--- src/design/core_pkg.sv ---
package core_pkg;
  // ==========================================================
  // Status register layout
  localparam int          BIT_C         = 0;
  localparam int          BIT_DC        = 1;
  localparam int          BIT_Z         = 2;
  localparam int          BIT_PD        = 3;
  localparam int          BIT_TO        = 4;
  localparam logic [7:0]  STATUS_RESET  = 8'h18;
  // ==========================================================
  // Return stack
  localparam int          STACK_DEPTH   = 16;
  localparam int          ADDR_W        = 15;
  localparam logic [4:0]  STACK_FULL    = 5'h10;
  // ==========================================================
  // Instruction codes
  localparam logic [5:0]  INSTR_COUNT   = 6'h31;
  localparam logic [5:0]  OP_ADD        = 6'h00;
  localparam logic [5:0]  OP_SUB        = 6'h01;
  localparam logic [5:0]  OP_AND        = 6'h02;
  localparam logic [5:0]  OP_IOR        = 6'h03;
  localparam logic [5:0]  OP_RRF        = 6'h04;
  localparam logic [5:0]  OP_RLF        = 6'h05;
  localparam logic [5:0]  OP_CLEAR_FILE_INSTR       = 6'h06;
  localparam logic [5:0]  OP_BCF        = 6'h07;
  localparam logic [5:0]  OP_BSF        = 6'h08;
  localparam logic [5:0]  OP_NIBBLE_EXCHANGE_INSTR      = 6'h09;
  localparam logic [5:0]  OP_MOVE_W_TO_FILE_INSTR      = 6'h0a;
  localparam logic [5:0]  OP_WATCHDOG_KICK_INSTR     = 6'h0b;
  localparam logic [5:0]  OP_SLEEP      = 6'h0c;
  localparam logic [5:0]  OP_CALL       = 6'h0d;
  localparam logic [5:0]  OP_RETURN     = 6'h0e;
  localparam logic [5:0]  OP_RETFIE     = 6'h0f;
  localparam logic [5:0]  OP_MOVIW      = 6'h10;
  localparam logic [5:0]  OP_MOVWI      = 6'h11;
  localparam logic [5:0]  OP_ADDFSR     = 6'h12;
  // ==========================================================
  // Pointer space
  localparam logic [15:0] LIN_BASE      = 16'h2000;
  localparam logic [15:0] LIN_END       = 16'h29af;
  localparam logic [15:0] LIN_BANK_SIZE = 16'h0050;
  localparam logic [15:0] BANK_STRIDE   = 16'h0080;
  localparam logic [15:0] GP_OFFSET     = 16'h0020;
  localparam logic [15:0] TRAD_MASK     = 16'h0fff;
  localparam int          PROG_BIT      = 15;
  // ==========================================================
  // Register map
  localparam logic [7:0]  REG_STATUS    = 8'h00;
  localparam logic [7:0]  REG_POWER_RESET_CAUSE_REG      = 8'h04;
  localparam logic [7:0]  REG_PTR0      = 8'h08;
  localparam logic [7:0]  REG_PTR1      = 8'h0c;
  localparam logic [7:0]  REG_EVENT     = 8'h10;
  localparam logic [7:0]  REG_MASK      = 8'h14;
  localparam logic [7:0]  REG_DEPTH     = 8'h18;
  localparam int          POWER_RESET_CAUSE_REG_UNF      = 0;
  localparam int          POWER_RESET_CAUSE_REG_OVF      = 1;
  localparam int          POWER_RESET_CAUSE_REG_RST_EN   = 2;
  localparam int          EV_OVF        = 0;
  localparam int          EV_UNF        = 1;
  localparam int          EV_WDT        = 2;
  localparam int          EV_ILLEGAL    = 3;
  localparam int          EV_W          = 4;
  typedef enum logic {IND_IDLE, IND_FETCH} ind_state_e;
endpackage

--- src/design/stack_if.sv ---
interface stack_if;
  logic        push;
  logic        pop;
  logic        clear;
  logic [14:0] push_addr;
  logic [14:0] pop_addr;
  logic [4:0]  depth;
  logic        overflow;
  logic        underflow;
  modport owner (output push, pop, clear, push_addr,
                 input  pop_addr, depth, overflow, underflow);
  modport store (input  push, pop, clear, push_addr,
                 output pop_addr, depth, overflow, underflow);
endinterface

--- src/design/core_status_stack_pointers.sv ---
// Behaviour
// [RULE1] Return stack stores sixteen return addresses of fifteen bits each.
// [RULE2] Push when full or pop when empty sets a flag; optional soft reset.
// [RULE3] Two independent sixteen-bit pointers reach data and program memory.
// [RULE4] Indirect access to program memory costs one extra cycle.
// [RULE5] Pointers give a linear view of general purpose memory.
// [RULE6] Interrupt entry saves core registers to shadows; return restores them.
// [RULE7] Flag-updating instruction aimed at status keeps flag logic, drops the write.
// [RULE8] Watchdog-expiry and sleep-entered bits ignore instruction writes.
// [RULE9] Clear-file on status zeroes top bits, sets zero, keeps the rest.
// [RULE10] Software should alter status only with non-flag-changing instructions.
// [RULE11] Subtraction carry and digit carry are active-low borrows.
// [RULE12] Status bits seven to five are unimplemented and read zero.
// [RULE13] Power-on reset sets expiry and sleep bits, clears arithmetic flags.
// [RULE14] Decoder accepts exactly forty-nine instruction codes.
// [RULE15] Expiry bit set by power-up, kick or sleep; cleared by watchdog time-out.
// [RULE16] Sleep bit set by power-up or kick; cleared by sleep instruction.
// [RULE17] Digit carry from bit three, carry from most significant bit.
// [RULE18] Rotates load carry from the low or high source bit.
module core_status_stack_pointers
(
  input  wire logic        ref_clk,
  input  wire logic        rst,
  input  wire logic        clk_en,
  input  wire logic        other_reset,
  input  wire logic        wdt_timeout,
  input  wire logic        instr_valid,
  input  wire logic [5:0]  instr_op,
  input  wire logic [7:0]  operand_a,
  input  wire logic [7:0]  operand_b,
  input  wire logic        dest_status,
  input  wire logic        ptr_sel,
  input  wire logic [2:0]  bit_sel,
  input  wire logic [14:0] pc_in,
  input  wire logic        irq_entry,
  input  wire logic [7:0]  w_in,
  input  wire logic [4:0]  bsr_in,
  input  wire logic [6:0]  pclath_in,
  input  wire logic        psel,
  input  wire logic        penable,
  input  wire logic        pwrite,
  input  wire logic [7:0]  paddr,
  input  wire logic [31:0] pwdata,
  output logic      [31:0] prdata,
  output logic             pready,
  output logic             pslverr,
  output logic      [7:0]  status_out,
  output logic      [7:0]  result,
  output logic             result_valid,
  output logic      [14:0] ret_addr,
  output logic             ret_valid,
  output logic      [15:0] ind_addr,
  output logic             ind_prog,
  output logic             ind_valid,
  output logic             ind_wait,
  output logic             restore_valid,
  output logic      [7:0]  w_restore,
  output logic      [4:0]  bsr_restore,
  output logic      [6:0]  pclath_restore,
  output logic             soft_reset,
  output logic             irq
);
  import core_pkg::*;

  stack_if stk ();

  logic [7:0]      status;
  logic [7:0]      next_status;
  logic [2:0]      power_reset_cause_reg;
  logic [15:0]     ptr0;
  logic [15:0]     ptr1;
  logic [15:0]     next_ptr0;
  logic [15:0]     next_ptr1;
  logic [EV_W-1:0] events;
  logic [EV_W-1:0] mask;
  logic [EV_W-1:0] ev_set;
  logic [EV_W-1:0] ev_clr;
  logic [7:0]      sh_status;
  logic [15:0]     sh_ptr0;
  logic [15:0]     sh_ptr1;
  ind_state_e      ind_state;
  logic            op_ok;
  logic            is_op_ind;
  logic [7:0]      alu_res;
  logic [2:0]      aff;
  logic [2:0]      flg;
  logic            wr_file;
  logic [8:0]      sum;
  logic [4:0]      nib;
  logic [15:0]     sel_ptr;
  logic [15:0]     lin_off;
  logic [15:0]     phys;
  logic            apb_do;
  logic            apb_wr;
  logic            apb_rd;
  logic            hit;
  logic [31:0]     rdata;

  return_stack u_stack (
    .ref_clk (ref_clk),
    .rst     (rst),
    .clk_en  (clk_en),
    .stk     (stk.store)
  );

  // ==========================================================
  // Decode and arithmetic
  assign op_ok     = instr_valid && (instr_op < INSTR_COUNT); // [RULE14]
  assign is_op_ind = op_ok && (instr_op == OP_MOVIW || instr_op == OP_MOVWI);

  always_comb begin
    alu_res = operand_a;
    aff     = 3'b000;
    flg     = status[2:0];
    wr_file = 1'b0;
    sum     = 9'h000;
    nib     = 5'h00;
    case (instr_op)
      OP_ADD: begin
        sum        = {1'b0, operand_a} + {1'b0, operand_b};
        nib        = {1'b0, operand_a[3:0]} + {1'b0, operand_b[3:0]};
        alu_res    = sum[7:0];
        aff        = 3'b111;
        flg[BIT_C]  = sum[8]; // [RULE17]
        flg[BIT_DC] = nib[4]; // [RULE17]
        wr_file    = 1'b1;
      end
      OP_SUB: begin
        sum        = {1'b0, operand_a} + {1'b0, ~operand_b} + 9'h001;
        nib        = {1'b0, operand_a[3:0]} + {1'b0, ~operand_b[3:0]} + 5'h01;
        alu_res    = sum[7:0];
        aff        = 3'b111;
        flg[BIT_C]  = sum[8]; // [RULE11]
        flg[BIT_DC] = nib[4]; // [RULE11]
        wr_file    = 1'b1;
      end
      OP_AND: begin
        alu_res = operand_a & operand_b;
        aff     = 3'b100;
        wr_file = 1'b1;
      end
      OP_IOR: begin
        alu_res = operand_a | operand_b;
        aff     = 3'b100;
        wr_file = 1'b1;
      end
      OP_RRF: begin
        alu_res    = {status[BIT_C], operand_a[7:1]};
        flg[BIT_C] = operand_a[0]; // [RULE18]
        aff        = 3'b001;
        wr_file    = 1'b1;
      end
      OP_RLF: begin
        alu_res    = {operand_a[6:0], status[BIT_C]};
        flg[BIT_C] = operand_a[7]; // [RULE18]
        aff        = 3'b001;
        wr_file    = 1'b1;
      end
      OP_CLEAR_FILE_INSTR: begin
        alu_res = 8'h00;
        aff     = 3'b100; // [RULE9]
        wr_file = 1'b1;
      end
      OP_BCF: begin
        alu_res = operand_a & ~(8'h01 << bit_sel);
        wr_file = 1'b1;
      end
      OP_BSF: begin
        alu_res = operand_a | (8'h01 << bit_sel);
        wr_file = 1'b1;
      end
      OP_NIBBLE_EXCHANGE_INSTR: begin
        alu_res = {operand_a[3:0], operand_a[7:4]};
        wr_file = 1'b1;
      end
      OP_MOVE_W_TO_FILE_INSTR: begin
        alu_res = operand_b;
        wr_file = 1'b1;
      end
      default: begin
      end
    endcase
    if (aff[BIT_Z]) begin
      flg[BIT_Z] = (alu_res == 8'h00);
    end
  end

  // ==========================================================
  // Status register
  always_comb begin
    next_status = status;
    if (op_ok) begin
      if (dest_status && wr_file && aff == 3'b000) begin
        next_status[2:0] = alu_res[2:0]; // [RULE8]
      end
      for (int i = 0; i < 3; i++) begin
        if (aff[i]) begin
          next_status[i] = flg[i]; // [RULE7]
        end
      end
      if (instr_op == OP_RETFIE) begin
        next_status[2:0] = sh_status[2:0]; // [RULE6]
      end
      if (instr_op == OP_WATCHDOG_KICK_INSTR) begin
        next_status[BIT_TO] = 1'b1; // [RULE15]
        next_status[BIT_PD] = 1'b1; // [RULE16]
      end
      if (instr_op == OP_SLEEP) begin
        next_status[BIT_TO] = 1'b1; // [RULE15]
        next_status[BIT_PD] = 1'b0; // [RULE16]
      end
    end else if (apb_wr && paddr == REG_STATUS) begin
      next_status[2:0] = pwdata[2:0];
    end
    if (wdt_timeout) begin
      next_status[BIT_TO] = 1'b0; // [RULE15]
    end
    next_status[7:5] = 3'b000; // [RULE12]
  end

  always_ff @(posedge ref_clk) begin
    if (rst) begin
      status <= STATUS_RESET; // [RULE13]
    end else if (clk_en) begin
      status <= next_status; // [RULE13]
    end
  end

  always_ff @(posedge ref_clk) begin
    if (rst) begin
      result       <= 8'h00;
      result_valid <= 1'b0;
      status_out   <= STATUS_RESET;
    end else if (clk_en) begin
      result       <= alu_res;
      result_valid <= op_ok && wr_file;
      status_out   <= next_status;
    end
  end

  // ==========================================================
  // Indirect pointers
  always_comb begin
    next_ptr0 = ptr0;
    next_ptr1 = ptr1;
    if (op_ok && instr_op == OP_RETFIE) begin
      next_ptr0 = sh_ptr0; // [RULE6]
      next_ptr1 = sh_ptr1;
    end else if (op_ok && instr_op == OP_ADDFSR) begin
      if (ptr_sel) begin
        next_ptr1 = ptr1 + {{10{operand_b[5]}}, operand_b[5:0]}; // [RULE3]
      end else begin
        next_ptr0 = ptr0 + {{10{operand_b[5]}}, operand_b[5:0]}; // [RULE3]
      end
    end else if (apb_wr && paddr == REG_PTR0) begin
      next_ptr0 = pwdata[15:0];
    end else if (apb_wr && paddr == REG_PTR1) begin
      next_ptr1 = pwdata[15:0];
    end
  end

  always_ff @(posedge ref_clk) begin
    if (rst) begin
      ptr0 <= 16'h0000;
      ptr1 <= 16'h0000;
    end else if (clk_en) begin
      ptr0 <= next_ptr0;
      ptr1 <= next_ptr1;
    end
  end

  always_comb begin
    sel_ptr = ptr_sel ? ptr1 : ptr0;
    lin_off = sel_ptr - LIN_BASE;
    if (sel_ptr[PROG_BIT]) begin
      phys = {1'b0, sel_ptr[14:0]}; // [RULE3]
    end else if (sel_ptr >= LIN_BASE && sel_ptr <= LIN_END) begin
      phys = 16'((lin_off / LIN_BANK_SIZE) * BANK_STRIDE) + GP_OFFSET
             + (lin_off % LIN_BANK_SIZE); // [RULE5]
    end else begin
      phys = sel_ptr & TRAD_MASK;
    end
  end

  always_ff @(posedge ref_clk) begin
    if (rst) begin
      ind_state <= IND_IDLE;
      ind_addr  <= 16'h0000;
      ind_prog  <= 1'b0;
      ind_valid <= 1'b0;
      ind_wait  <= 1'b0;
    end else if (clk_en) begin
      ind_valid <= 1'b0;
      case (ind_state)
        IND_IDLE: begin
          if (is_op_ind) begin
            ind_addr <= phys;
            ind_prog <= sel_ptr[PROG_BIT];
            if (sel_ptr[PROG_BIT]) begin
              ind_wait  <= 1'b1; // [RULE4]
              ind_state <= IND_FETCH;
            end else begin
              ind_valid <= 1'b1;
            end
          end
        end
        IND_FETCH: begin
          ind_wait  <= 1'b0;
          ind_valid <= 1'b1; // [RULE4]
          ind_state <= IND_IDLE;
        end
        default: begin
          ind_state <= IND_IDLE;
        end
      endcase
    end
  end

  // ==========================================================
  // Return stack control and shadows
  assign stk.push      = irq_entry || (op_ok && instr_op == OP_CALL);
  assign stk.pop       = !irq_entry && op_ok &&
                         (instr_op == OP_RETURN || instr_op == OP_RETFIE);
  assign stk.clear     = other_reset;
  assign stk.push_addr = pc_in;
  assign ret_addr      = stk.pop_addr;

  always_ff @(posedge ref_clk) begin
    if (rst) begin
      sh_status      <= 8'h00;
      sh_ptr0        <= 16'h0000;
      sh_ptr1        <= 16'h0000;
      w_restore      <= 8'h00;
      bsr_restore    <= 5'h00;
      pclath_restore <= 7'h00;
      restore_valid  <= 1'b0;
      ret_valid      <= 1'b0;
    end else if (clk_en) begin
      ret_valid     <= stk.pop;
      restore_valid <= stk.pop && instr_op == OP_RETFIE; // [RULE6]
      if (irq_entry) begin
        sh_status      <= status; // [RULE6]
        sh_ptr0        <= ptr0;
        sh_ptr1        <= ptr1;
        w_restore      <= w_in;
        bsr_restore    <= bsr_in;
        pclath_restore <= pclath_in;
      end
    end
  end

  // ==========================================================
  // Reset cause flags and events
  always_ff @(posedge ref_clk) begin
    if (rst) begin
      power_reset_cause_reg       <= 3'b000;
      soft_reset <= 1'b0;
    end else if (clk_en) begin
      if (apb_wr && paddr == REG_POWER_RESET_CAUSE_REG) begin
        power_reset_cause_reg[POWER_RESET_CAUSE_REG_RST_EN] <= pwdata[POWER_RESET_CAUSE_REG_RST_EN];
        power_reset_cause_reg[POWER_RESET_CAUSE_REG_OVF]    <= pwdata[POWER_RESET_CAUSE_REG_OVF] || stk.overflow; // [RULE2]
        power_reset_cause_reg[POWER_RESET_CAUSE_REG_UNF]    <= pwdata[POWER_RESET_CAUSE_REG_UNF] || stk.underflow; // [RULE2]
      end else begin
        power_reset_cause_reg[POWER_RESET_CAUSE_REG_OVF] <= power_reset_cause_reg[POWER_RESET_CAUSE_REG_OVF] || stk.overflow; // [RULE2]
        power_reset_cause_reg[POWER_RESET_CAUSE_REG_UNF] <= power_reset_cause_reg[POWER_RESET_CAUSE_REG_UNF] || stk.underflow; // [RULE2]
      end
      soft_reset <= power_reset_cause_reg[POWER_RESET_CAUSE_REG_RST_EN] && (stk.overflow || stk.underflow); // [RULE2]
    end
  end

  always_comb begin
    ev_set             = '0;
    ev_set[EV_OVF]     = stk.overflow;
    ev_set[EV_UNF]     = stk.underflow;
    ev_set[EV_WDT]     = wdt_timeout;
    ev_set[EV_ILLEGAL] = instr_valid && !op_ok; // [RULE14]
    ev_clr             = (apb_rd && paddr == REG_EVENT) ? prdata[EV_W-1:0] : '0;
  end

  always_ff @(posedge ref_clk) begin
    if (rst) begin
      events <= '0;
      mask   <= '0;
      irq    <= 1'b0;
    end else if (clk_en) begin
      events <= (events & ~ev_clr) | ev_set;
      if (apb_wr && paddr == REG_MASK) begin
        mask <= pwdata[EV_W-1:0];
      end
      irq <= |(events & mask);
    end
  end

  // ==========================================================
  // APB slave
  assign apb_do = psel && penable && pready;
  assign apb_wr = apb_do && pwrite && !pslverr;
  assign apb_rd = apb_do && !pwrite && !pslverr;

  always_comb begin
    hit   = 1'b1;
    rdata = 32'h0000_0000;
    case (paddr)
      REG_STATUS: rdata[7:0]      = status;
      REG_POWER_RESET_CAUSE_REG:   rdata[2:0]      = power_reset_cause_reg;
      REG_PTR0:   rdata[15:0]     = ptr0;
      REG_PTR1:   rdata[15:0]     = ptr1;
      REG_EVENT:  rdata[EV_W-1:0] = events;
      REG_MASK:   rdata[EV_W-1:0] = mask;
      REG_DEPTH:  rdata[4:0]      = stk.depth;
      default:    hit             = 1'b0;
    endcase
  end

  always_ff @(posedge ref_clk) begin
    if (rst) begin
      pready  <= 1'b0;
      pslverr <= 1'b0;
      prdata  <= 32'h0000_0000;
    end else if (clk_en) begin
      if (psel && penable && !pready) begin
        pready  <= 1'b1;
        pslverr <= !hit;
        prdata  <= hit ? rdata : 32'h0000_0000;
      end else begin
        pready  <= 1'b0;
        pslverr <= 1'b0;
      end
    end
  end
endmodule // core_status_stack_pointers

--- src/design/return_stack.sv ---
module return_stack
  import core_pkg::*;
(
  input wire logic ref_clk,
  input wire logic rst,
  input wire logic clk_en,
  stack_if.store   stk
);
  logic [ADDR_W-1:0] mem [STACK_DEPTH];
  logic [4:0]        count;

  // ==========================================================
  // Storage and pointer
  always_ff @(posedge ref_clk) begin
    if (rst) begin
      count         <= 5'h00;
      stk.pop_addr  <= 15'h0000;
      stk.overflow  <= 1'b0;
      stk.underflow <= 1'b0;
    end else if (clk_en) begin
      stk.overflow  <= 1'b0;
      stk.underflow <= 1'b0;
      if (stk.clear) begin
        count <= 5'h00;
      end else if (stk.push) begin
        if (count == STACK_FULL) begin
          stk.overflow <= 1'b1; // [RULE2]
        end else begin
          mem[count[3:0]] <= stk.push_addr; // [RULE1]
          count           <= count + 5'h01;
        end
      end else if (stk.pop) begin
        if (count == 5'h00) begin
          stk.underflow <= 1'b1; // [RULE2]
          stk.pop_addr  <= 15'h0000;
        end else begin
          stk.pop_addr <= mem[4'(count - 5'h01)];
          count        <= count - 5'h01;
        end
      end
    end
  end

  assign stk.depth = count;
endmodule // return_stack

--- config.mk ---
export PLATFORM = sky130hd
export DESIGN_NAME = core_status_stack_pointers
export DESIGN_NICKNAME = d
export VERILOG_FILES = /design/src/design/core_pkg.sv /design/src/design/stack_if.sv /design/src/design/core_status_stack_pointers.sv /design/src/design/return_stack.sv
export SDC_FILE = /design/constraint.sdc
export NUM_CORES = 1
export LEC_CHECK = 0
export ABC_AREA = 0
export BUFFER_PORTS_ARGS = -buffer_cell sky130_fd_sc_hd__buf_2
export CAP_MARGIN = 20
export CELL_PAD_IN_SITES_DETAIL_PLACEMENT = 1
export CELL_PAD_IN_SITES_GLOBAL_PLACEMENT = 2
export CORE_UTILIZATION = 39
export CTS_CLUSTER_SIZE = 24
export DETAILED_ROUTE_END_ITERATION = 16
export HOLD_SLACK_MARGIN = 0.08
export PLACE_DENSITY = 0.77
export SYNTH_ARGS = -nofsm -noshare
export SYNTH_HDL_FRONTEND = slang
export SYNTH_SLANG_ARGS = --single-unit
export TNS_END_PERCENT = 5
--- constraint.sdc ---
create_clock -name ref_clk -period 12 [get_ports ref_clk]
set_input_delay 0.6 -clock ref_clk [delete_from_list [all_inputs] [get_ports ref_clk]]
set_output_delay 0.6 -clock ref_clk [all_outputs]
set_load 0.01 [all_outputs]
==> reports/metrics.cfg, run 1 <==
[run_status]
status = finished clean

[logic_synthesis]
synth_cell_types = 117
ys_seq_area_frac = 0.473
ys.flop_type = edfxtp_1
async_flop_share = 0
synth.avg_cell_area_sq_um = 10.1
synth_edf_count = 240
synth_seq_cells = 416
yosysWarnings = 0
syn_inst = 2247
syn_area_sq_um = 22700

[die]
start_util = 0.394
placement_rows = 88
ios = 221
core_area_sq_um = 57600
dieArea_sq_um = 59100
die-width_microns = 243
die_h_microns = 243

[sta]
slew_headroom = 0.227
post-route-period-util = 0.802
final-hold-violation-count = 0
fin_crit_ps = 9620
timing.fmax_mhz = 104
setup_tns_ps = 0
worstMarginPinSlew_ps = 1130
fin_worst_skew_ps = 52.8
finalMaxSlewViolations = 0
rsz0062_at_grt = no
setup_viol = 0

[finish]
fin_util = 0.451
fillers = 6430
syn_to_final_growth_pct = 14.3
largest_reg_flops = 240
fin_nets = 2570
drive_gt1_frac = 0.182
regArea_sq_um = 10700
multi_input_area_sq_um = 11300

[pwr]
clkPwrFrac = 0.412
internal_power_uw = 2560
comb_power_share = 0.152
powerDensity_nw_per_um2 = 136
switching_share = 0.272
netSwitchingPower_uw = 959
irDropWorstVdd_uv = 124
p_leak_uw = 0.00930
p_total_uw = 3520
seqPwrFrac = 0.436

[route]
drc = 0
num_vias = 18924
dr_wl_met2_microns = 35900
wl_met3_microns = 4230
wire_per_inst_microns = 23.7
vias_per_cell = 5.92
drt-initial-drc-count = 1458
top_layer_used = met5
ant_nets = 0
drt-total-wl_microns = 75600
wl_met1_microns = 33600
dr.pass1.iters = 5

[critical_path]
start_kind = input pin
path_buf_inv = 3
cp_top_family = compound AO/OA/AOI/OAI gates
crit_top_cell = a21oi_1
crit_arrival_ps = 10080
rr_endpoint = ind_addr[15]
path_max_fanout = 36
slowest_stage = o31a_1
cp_data_required_time_ps = 12460
crit_type = input pin to flip-flop
rr_worst_depth = 35
critical_path_depth = 37
critPathCaptureType = flip-flop
r2r_start = ptr1[13]
slowest_delay_ps = 620
rrSetupSlack_ps = 2610

[cts]
numCtsBuffers = 46
cts_tree = built
cts-htree-levels = 2
root_buffer = clkbuf_16
cts_setup_buffers = 0
insertion_delay_ps = 620
clk_path_buf_depth = 3
cts-hold-fix-buffers = 0
cts.sinks = 416
cts-resized-gates = 0
path_clk_slew_ps = 60

[grt]
grt_antenna_before_repair = 10
grt_usage = 0.252
grt_pass1_wl_microns = 115000
grt-ovfl-total = 0
grt_pass1_vias = 19398
grt_start_max_net_pins = 68

[hold_path]
min_from = pclath_in[5]
whs_path_depth = 3
hp-class = input pin to flip-flop
worstHoldEndpoint = pclath_restore[5]

[placed_design]
dpl.hpwl_microns = 52200
port_buffers = 185
gp_congestion = 0.878

[job]
cap_violations = 0

## cells in the final DEF (no fill, tap or decap), types with 44 or more instances in the layout
master / instances
buf_2: 184
mux4_2: 60
nand2_1: 256
edfxtp_1: 240
a211oi_1: 97
nor2_1: 230
ha_1: 60
nand3_1: 55
buf_4: 44
o21ai_0: 60
dfxtp_1: 175
clkbuf_16: 46
nor3_1: 66
mux2i_1: 44
a21oi_1: 236
## cells in the mapped netlist (6+ instances only)
library cell	n	area, sq um
clkbuf_1	99	372
mux2_2	12	135
o21ai_1	12	60.1
mux4_2	60	1350
o21bai_1	26	195
o32ai_1	7	61.3
a221oi_1	12	105
nand3_1	55	275
ha_1	61	763
buf_1	17	63.8
or2_2	6	37.5
buf_4	26	195
a211oi_1	97	728
a31oi_1	8	50.1
dfxtp_1	176	3520
nor2_1	231	867
edfxtp_1	240	7210
nor4_1	19	119
nor3_1	72	360
a22oi_1	29	218
xor2_1	15	131
and2_1	9	56.3
mux2i_1	44	440
o22ai_1	11	68.8
nand2b_1	15	93.8
nor2b_1	39	244
o21ai_0	60	300
or3_1	7	43.8
a21oi_1	236	1180
nand2_1	257	965
inv_1	43	161
xnor2_1	32	280
a21o_1	12	90.1
buf_2	7	35.0
nand4_1	13	81.3
and3_1	8	50.1
o211ai_1	18	135
## power groups by stage
stage	Combinational [uW]	Clock (uW)	Sequential, uW
floorplan	372	0	1560
global placement	520	0	1560
detailed placement	535	0	1570
CTS	538	1490	1530
global route	587	1530	1540
finish	536	1450	1530
## worst max-delay path by stage
stage                        end     from  slack, ps
floorplan           ind_addr[15]  ptr_sel       3400
finish              ind_addr[15]  ptr_sel       2380
global placement    ind_addr[15]  ptr_sel       1930
CTS                 ind_addr[15]  ptr_sel       2420
global route        ind_addr[15]  ptr_sel       1630
detailed placement  ind_addr[15]  ptr_sel       1810
## tightest hold or removal path, cell delays in order
cell and delay (ps):
buf_2 90, nand2_1 40, a21oi_1 50
## logic make-up after synthesis
| logic type | Yosys count | synth area share |
|---|---|---|
| and+or+nand+nor | 771 | 0.158 |
| AOI/OAI and AO/OA | 626 | 0.186 |
| DFF | 416 | 0.473 |
| buffers and inverters | 197 | 0.0376 |
| muxes | 120 | 0.0877 |
| adders and majority gates | 67 | 0.0380 |
| xor gates and xnor gates | 49 | 0.0196 |
| other | 1 | 0.000165 |
## layer usage
layer  up-vias  track usage
met5         -            0
met4        12       0.0745
met3       103       0.0458
met2       506        0.415
met1      9622        0.335
li1       8681            -
## cell type report
type	instances	area share
clock buffer	56	0.0458
clock inverter	26	0.0137
sequential	416	0.414
antenna	2	0.000193
inverter	47	0.00680
tap	765	0.0369
timing repair buffer	229	0.0487
multi-input combinational	1653	0.434
## per-stage QoR
step,setup slack [ps],area [sq um],hold WS [ps],instances
floorplan,3400,22800,436,2266
global placement,1930,24400,439,3110
detailed placement,1810,24400,447,3110
CTS,2420,25900,196,3192
global route,1630,25900,219,3193
finish,2380,25900,231,3194
Note: power is estimated with default switching activity, not from simulation.
==> run 2, diff against run 1 <==
==> constraint.sdc (replaced) <==
create_clock -name ref_clk -period 9.3 [get_ports ref_clk]
set_input_delay 0.465 -clock ref_clk [delete_from_list [all_inputs] [get_ports ref_clk]]
set_output_delay 0.465 -clock ref_clk [all_outputs]
set_load 0.01 [all_outputs]
==> run 2 against run 1 <==
Count of clock-buffer cells in the layout increased by 2; die area stayed put; wire length shrank 1.4%; first-iteration DRC count down 7.5%; largest power group unchanged; final cell count grew 0.75%; sequential power rose by 29%; register-to-register slack worse by 1800 ps; via count is essentially flat.
==> reports/metrics.cfg, run 2 (synthesized netlist as in run 1, its figures left out) <==
[route]
num_vias = 18912
dr.pass1.iters = 5
drt-total-wl_microns = 74600
drt-initial-drc-count = 1349
wire_per_inst_microns = 23.2
vias_per_cell = 5.88
ant_nets = 0
drc = 0

[cts]
root_buffer = clkbuf_16
insertion_delay_ps = 620
numCtsBuffers = 46
cts.sinks = 416
cts_tree = built
path_clk_slew_ps = 60
cts-htree-levels = 2
clk_path_buf_depth = 3

[finish]
drive_gt1_frac = 0.191
regArea_sq_um = 10700
syn_to_final_growth_pct = 15.3
largest_reg_flops = 240
finish.instance_area_sq_um = 26200
fin_util = 0.454
multi_input_area_sq_um = 11300
fin_nets = 2596
layout_common_cells = nand2_1, edfxtp_1, a21oi_1
fillers = 6385
fin_cells = 3218
layout_commonest_cell = nand2_1

[sta]
setup_tns_ps = 0
post-route-period-util = 0.911
slew_headroom = 0.282
timing.fmax_mhz = 118
fin_worst_skew_ps = 58.8
worstMarginPinSlew_ps = 1050
setup_viol = 0
whs_ps = 104
rsz0062_at_grt = no
finalMaxSlewViolations = 0
fin_crit_ps = 8470
final-hold-violation-count = 0

[hold_path]
worstHoldEndpoint = pclath_restore[5]
whs_path_depth = 3
hp-class = input pin to flip-flop
min_from = pclath_in[5]

[critical_path]
path_buf_inv = 1
r2r_start = ptr1[13]
rr_worst_depth = 34
slowest_delay_ps = 450
start_kind = flip-flop
cp_data_required_time_ps = 9760
slowest_stage = o211ai_1
rrSetupSlack_ps = 830
crit_type = flip-flop to flip-flop
rr_endpoint = ind_addr[15]
critPathCaptureType = flip-flop
crit_arrival_ps = 8930
path_max_fanout = 13
crit_start = ptr1[13]
cp_top_family = compound AO/OA/AOI/OAI gates
crit_top_cell = a21oi_1

[grt]
grt_antenna_before_repair = 4
met3_usage = 0.0315
grtUsageMet1 = 0.349
grt_util_met2 = 0.406
grt-ovfl-total = 0
grt_pass1_wl_microns = 115000
busiest_layer = met2
grt_usage = 0.250
grt_pass1_vias = 19179
grt_start_max_net_pins = 87

[job]
cap_violations = 0

[die]
placement_rows = 88
core_area_sq_um = 57600
dieArea_sq_um = 59100
die_h_microns = 243
ios = 221
start_util = 0.394
die-width_microns = 243

[placed_design]
post-place-cells = 3132
place_area_sq_um = 24600
gp_congestion = 0.888
dpl.hpwl_microns = 51300
port_buffers = 185

[pwr]
powerDensity_nw_per_um2 = 174
irDropWorstVdd_uv = 165
p_leak_uw = 0.00942

[run_status]
status = finished clean

-- run 2: area by class of cell --
cell class                      count  area share
Antenna cell                        1   0.0000956
Clock buffer                       58      0.0469
Clock inverter                     23      0.0126
Inverter                           47     0.00674
Multi-Input combinational cell   1653       0.431
Sequential cell                   416       0.410
Tap cell                          765      0.0366
Timing Repair Buffer              255      0.0560
-- run 2: worst max path at each step --
stage	cells past startpoint	slack, ps	to
4_1_cts	34	670	ind_addr[15]
2_1_floorplan	39	830	ind_addr[15]
3_5_place_dp	35	350	ind_addr[15]
5_1_grt	35	20	ind_addr[15]
3_3_place_gp	35	480	ind_addr[15]
6_report	34	830	ind_addr[15]
-- run 2: what timing repair did --
| item | 4_1_cts | 5_1_grt |
|---|---|---|
| setup buffers | 0 | 1 |
| setup endpoints to repair | 0 | 1 |
| resized for setup | 0 | 2 |
| hold endpoints to repair | 3 | 0 |
| hold buffers | 3 | 0 |
-- run 2: routing by layer --
layer  up-vias  share of wire
met5         -        0.00052
met4         6          0.024
met3       113          0.048
met2       502           0.47
met1      9563           0.46
li1       8728              -
-- run 2: worst min-delay path, cell delays in order --
cell and delay [ps]:
buf_2 100, nand2_1 40, a21oi_1 50
-- run 2: power breakdown --
part | internal, uW | leakage [uW] | switching, uW | total [uW]
sequential | 1960 | 0.00358 | 18.1 | 1980
combinational | 270 | 0.00510 | 428 | 698
clock | 1080 | 0.000743 | 788 | 1870
total | 3320 | 0.00942 | 1230 | 4550
-- run 2: per-stage QoR --
step	setup slack, ps	total power, uW
floorplan	831	2500
global placement	482	2700
detailed placement	351	2710
CTS	671	4600
global route	18.7	4720
finish	831	4550
==> run 3, diff against run 2 <==
--- a/config.mk
+++ b/config.mk
@@ -8,9 +8,7 @@
 export ABC_AREA = 0
 export BUFFER_PORTS_ARGS = -buffer_cell sky130_fd_sc_hd__buf_2
 export CAP_MARGIN = 20
-export CELL_PAD_IN_SITES_DETAIL_PLACEMENT = 1
-export CELL_PAD_IN_SITES_GLOBAL_PLACEMENT = 2
-export CORE_UTILIZATION = 39
+export CORE_UTILIZATION = 60
 export CTS_CLUSTER_SIZE = 24
 export DETAILED_ROUTE_END_ITERATION = 16
 export HOLD_SLACK_MARGIN = 0.08
==> run 3 against run 2 <==
Final cell count shrank 8.5%; non-clock buffer count down 11; first-iteration DRC count grew 45%; total power grew 0.34%; combinational power is 3% lower; clock skew decreased by 39 ps; critical path type unchanged; critical endpoint unchanged; largest cell class unchanged.
==> reports/metrics.cfg, run 3 (synthesized netlist as in run 1, its figures left out) <==
[placed_design]
gp_congestion = 0.947
port_buffers = 185
post-place-cells = 2860
place_area_sq_um = 24200
dpl.hpwl_microns = 43500

[finish]
largest_reg_flops = 240
fin_util = 0.699
num_antenna_cells = 0
drive_gt1_frac = 0.188
fin_cells = 2944
layout_commonest_cell = nand2_1
layout_common_cells = nand2_1, edfxtp_1, a21oi_1
finish.instance_area_sq_um = 25800
syn_to_final_growth_pct = 13.6
fin_nets = 2583

[die]
die_h_microns = 196
core_area_sq_um = 36900
die-width_microns = 196
placement_rows = 70
ios = 221
start_util = 0.615
dieArea_sq_um = 38600

[sta]
finalMaxSlewViolations = 0
whs_ps = 114
final-hold-violation-count = 0
setup_viol = 0
fin_crit_ps = 8780
rsz0062_at_grt = no
post-route-period-util = 0.944
setup_tns_ps = 0
fin_worst_skew_ps = 19.6
worstMarginPinSlew_ps = 1060
slew_headroom = 0.291
timing.fmax_mhz = 114

[route]
wire_per_inst_microns = 22.3
num_vias = 19046
drt-total-wl_microns = 65600
ant_nets = 0
vias_per_cell = 6.47
dr.pass1.iters = 6
drt-initial-drc-count = 1955
drc = 0

[cts]
cts-htree-levels = 2
numCtsBuffers = 44
cts_tree = built
clk_path_buf_depth = 3
insertion_delay_ps = 590
cts-hold-fix-buffers = 0
root_buffer = clkbuf_16
cts.sinks = 416
path_clk_slew_ps = 60

[grt]
grt_util_met2 = 0.554
met3_usage = 0.0433
grt_pass1_wl_microns = 101000
grt_pass1_vias = 18057
grtUsageMet1 = 0.448
busiest_layer = met2
grt_antenna_before_repair = 2
grt-ovfl-total = 0
grt_usage = 0.338
grt_start_max_net_pins = 82

[hold_path]
hp-class = input pin to flip-flop
whs_path_depth = 3

[pwr]
powerDensity_nw_per_um2 = 177
p_leak_uw = 0.00938
irDropWorstVdd_uv = 173

[job]
cap_violations = 0

[critical_path]
critPathCaptureType = flip-flop
slowest_delay_ps = 550
start_kind = flip-flop
path_max_fanout = 12
cp_data_required_time_ps = 9750
crit_type = flip-flop to flip-flop
crit_arrival_ps = 9230
slowest_stage = o2111ai_1
rr_worst_depth = 36

[run_status]
status = finished clean

run 3: changes by cell type in the layout (fill, tap and decap cells not counted), sizes merged:
cell,before,now
bufinv,5,10
diode,1,0
buf,252,244
clkbuf,58,51
dlygate4sd3,3,0
clkinvlp,3,4
run 3: power breakdown:
| part | switching, uW | total [uW] | internal (uW) | leakage (uW) |
|---|---|---|---|---|
| Combinational | 411 | 679 | 268 | 0.00504 |
| Clock | 748 | 1910 | 1160 | 0.000752 |
| Sequential | 17.0 | 1980 | 1960 | 0.00358 |
| Total | 1180 | 4570 | 3390 | 0.00938 |
run 3: layout make-up:
class | count | area (sq um)
multi-input combinational | 1653 | 11300
tap | 504 | 631
timing repair buffer | 244 | 1380
clock inverter | 29 | 435
sequential | 416 | 10700
clock buffer | 51 | 1140
inverter | 47 | 176
fill | 2760 | 11100
run 3: layer usage:
metal / share of wire / vias to the layer above / wire, microns
met1: 0.41 / 9224 / 26700
met2: 0.48 / 930 / 31500
met5: 0.00032 / - / 21
met4: 0.040 / 4 / 2630
met3: 0.072 / 157 / 4710
li1: - / 8731 / -
run 3: final timing paths:
path                from  slack, ps           end
max             ptr0[13]        520  ind_addr[15]
min              w_in[0]        110  w_restore[0]
max reg2reg     ptr0[13]        520  ind_addr[15]
min reg2reg  ind_addr[5]        450   ind_addr[5]
run 3: repair_timing:
item                                   4_1_cts  5_1_grt
buffers inserted                             0        4
setup endpoints to repair                    0        1
resized for setup                            0        2
endpoints found under the hold margin        0        0
run 3: worst max-delay path, delay by kind of cell, from the launching register on:
kind,cells,cell delay (ps)
AO/OA/AOI/OAI,20,5130
AND/OR/NAND/NOR,8,1320
adder cells (fa/ha/maj),2,570
buffers and inverters,3,560
flip-flops,1,390
multiplexers,1,360
XOR/XNOR,2,300
run 3: per-stage QoR:
step	worst slack [ps]	power, uW
after floorplan	831	2500
after global placement	575	2660
after detailed placement	457	2680
after CTS	654	4570
after global routing	3.68	4710
final	524	4570
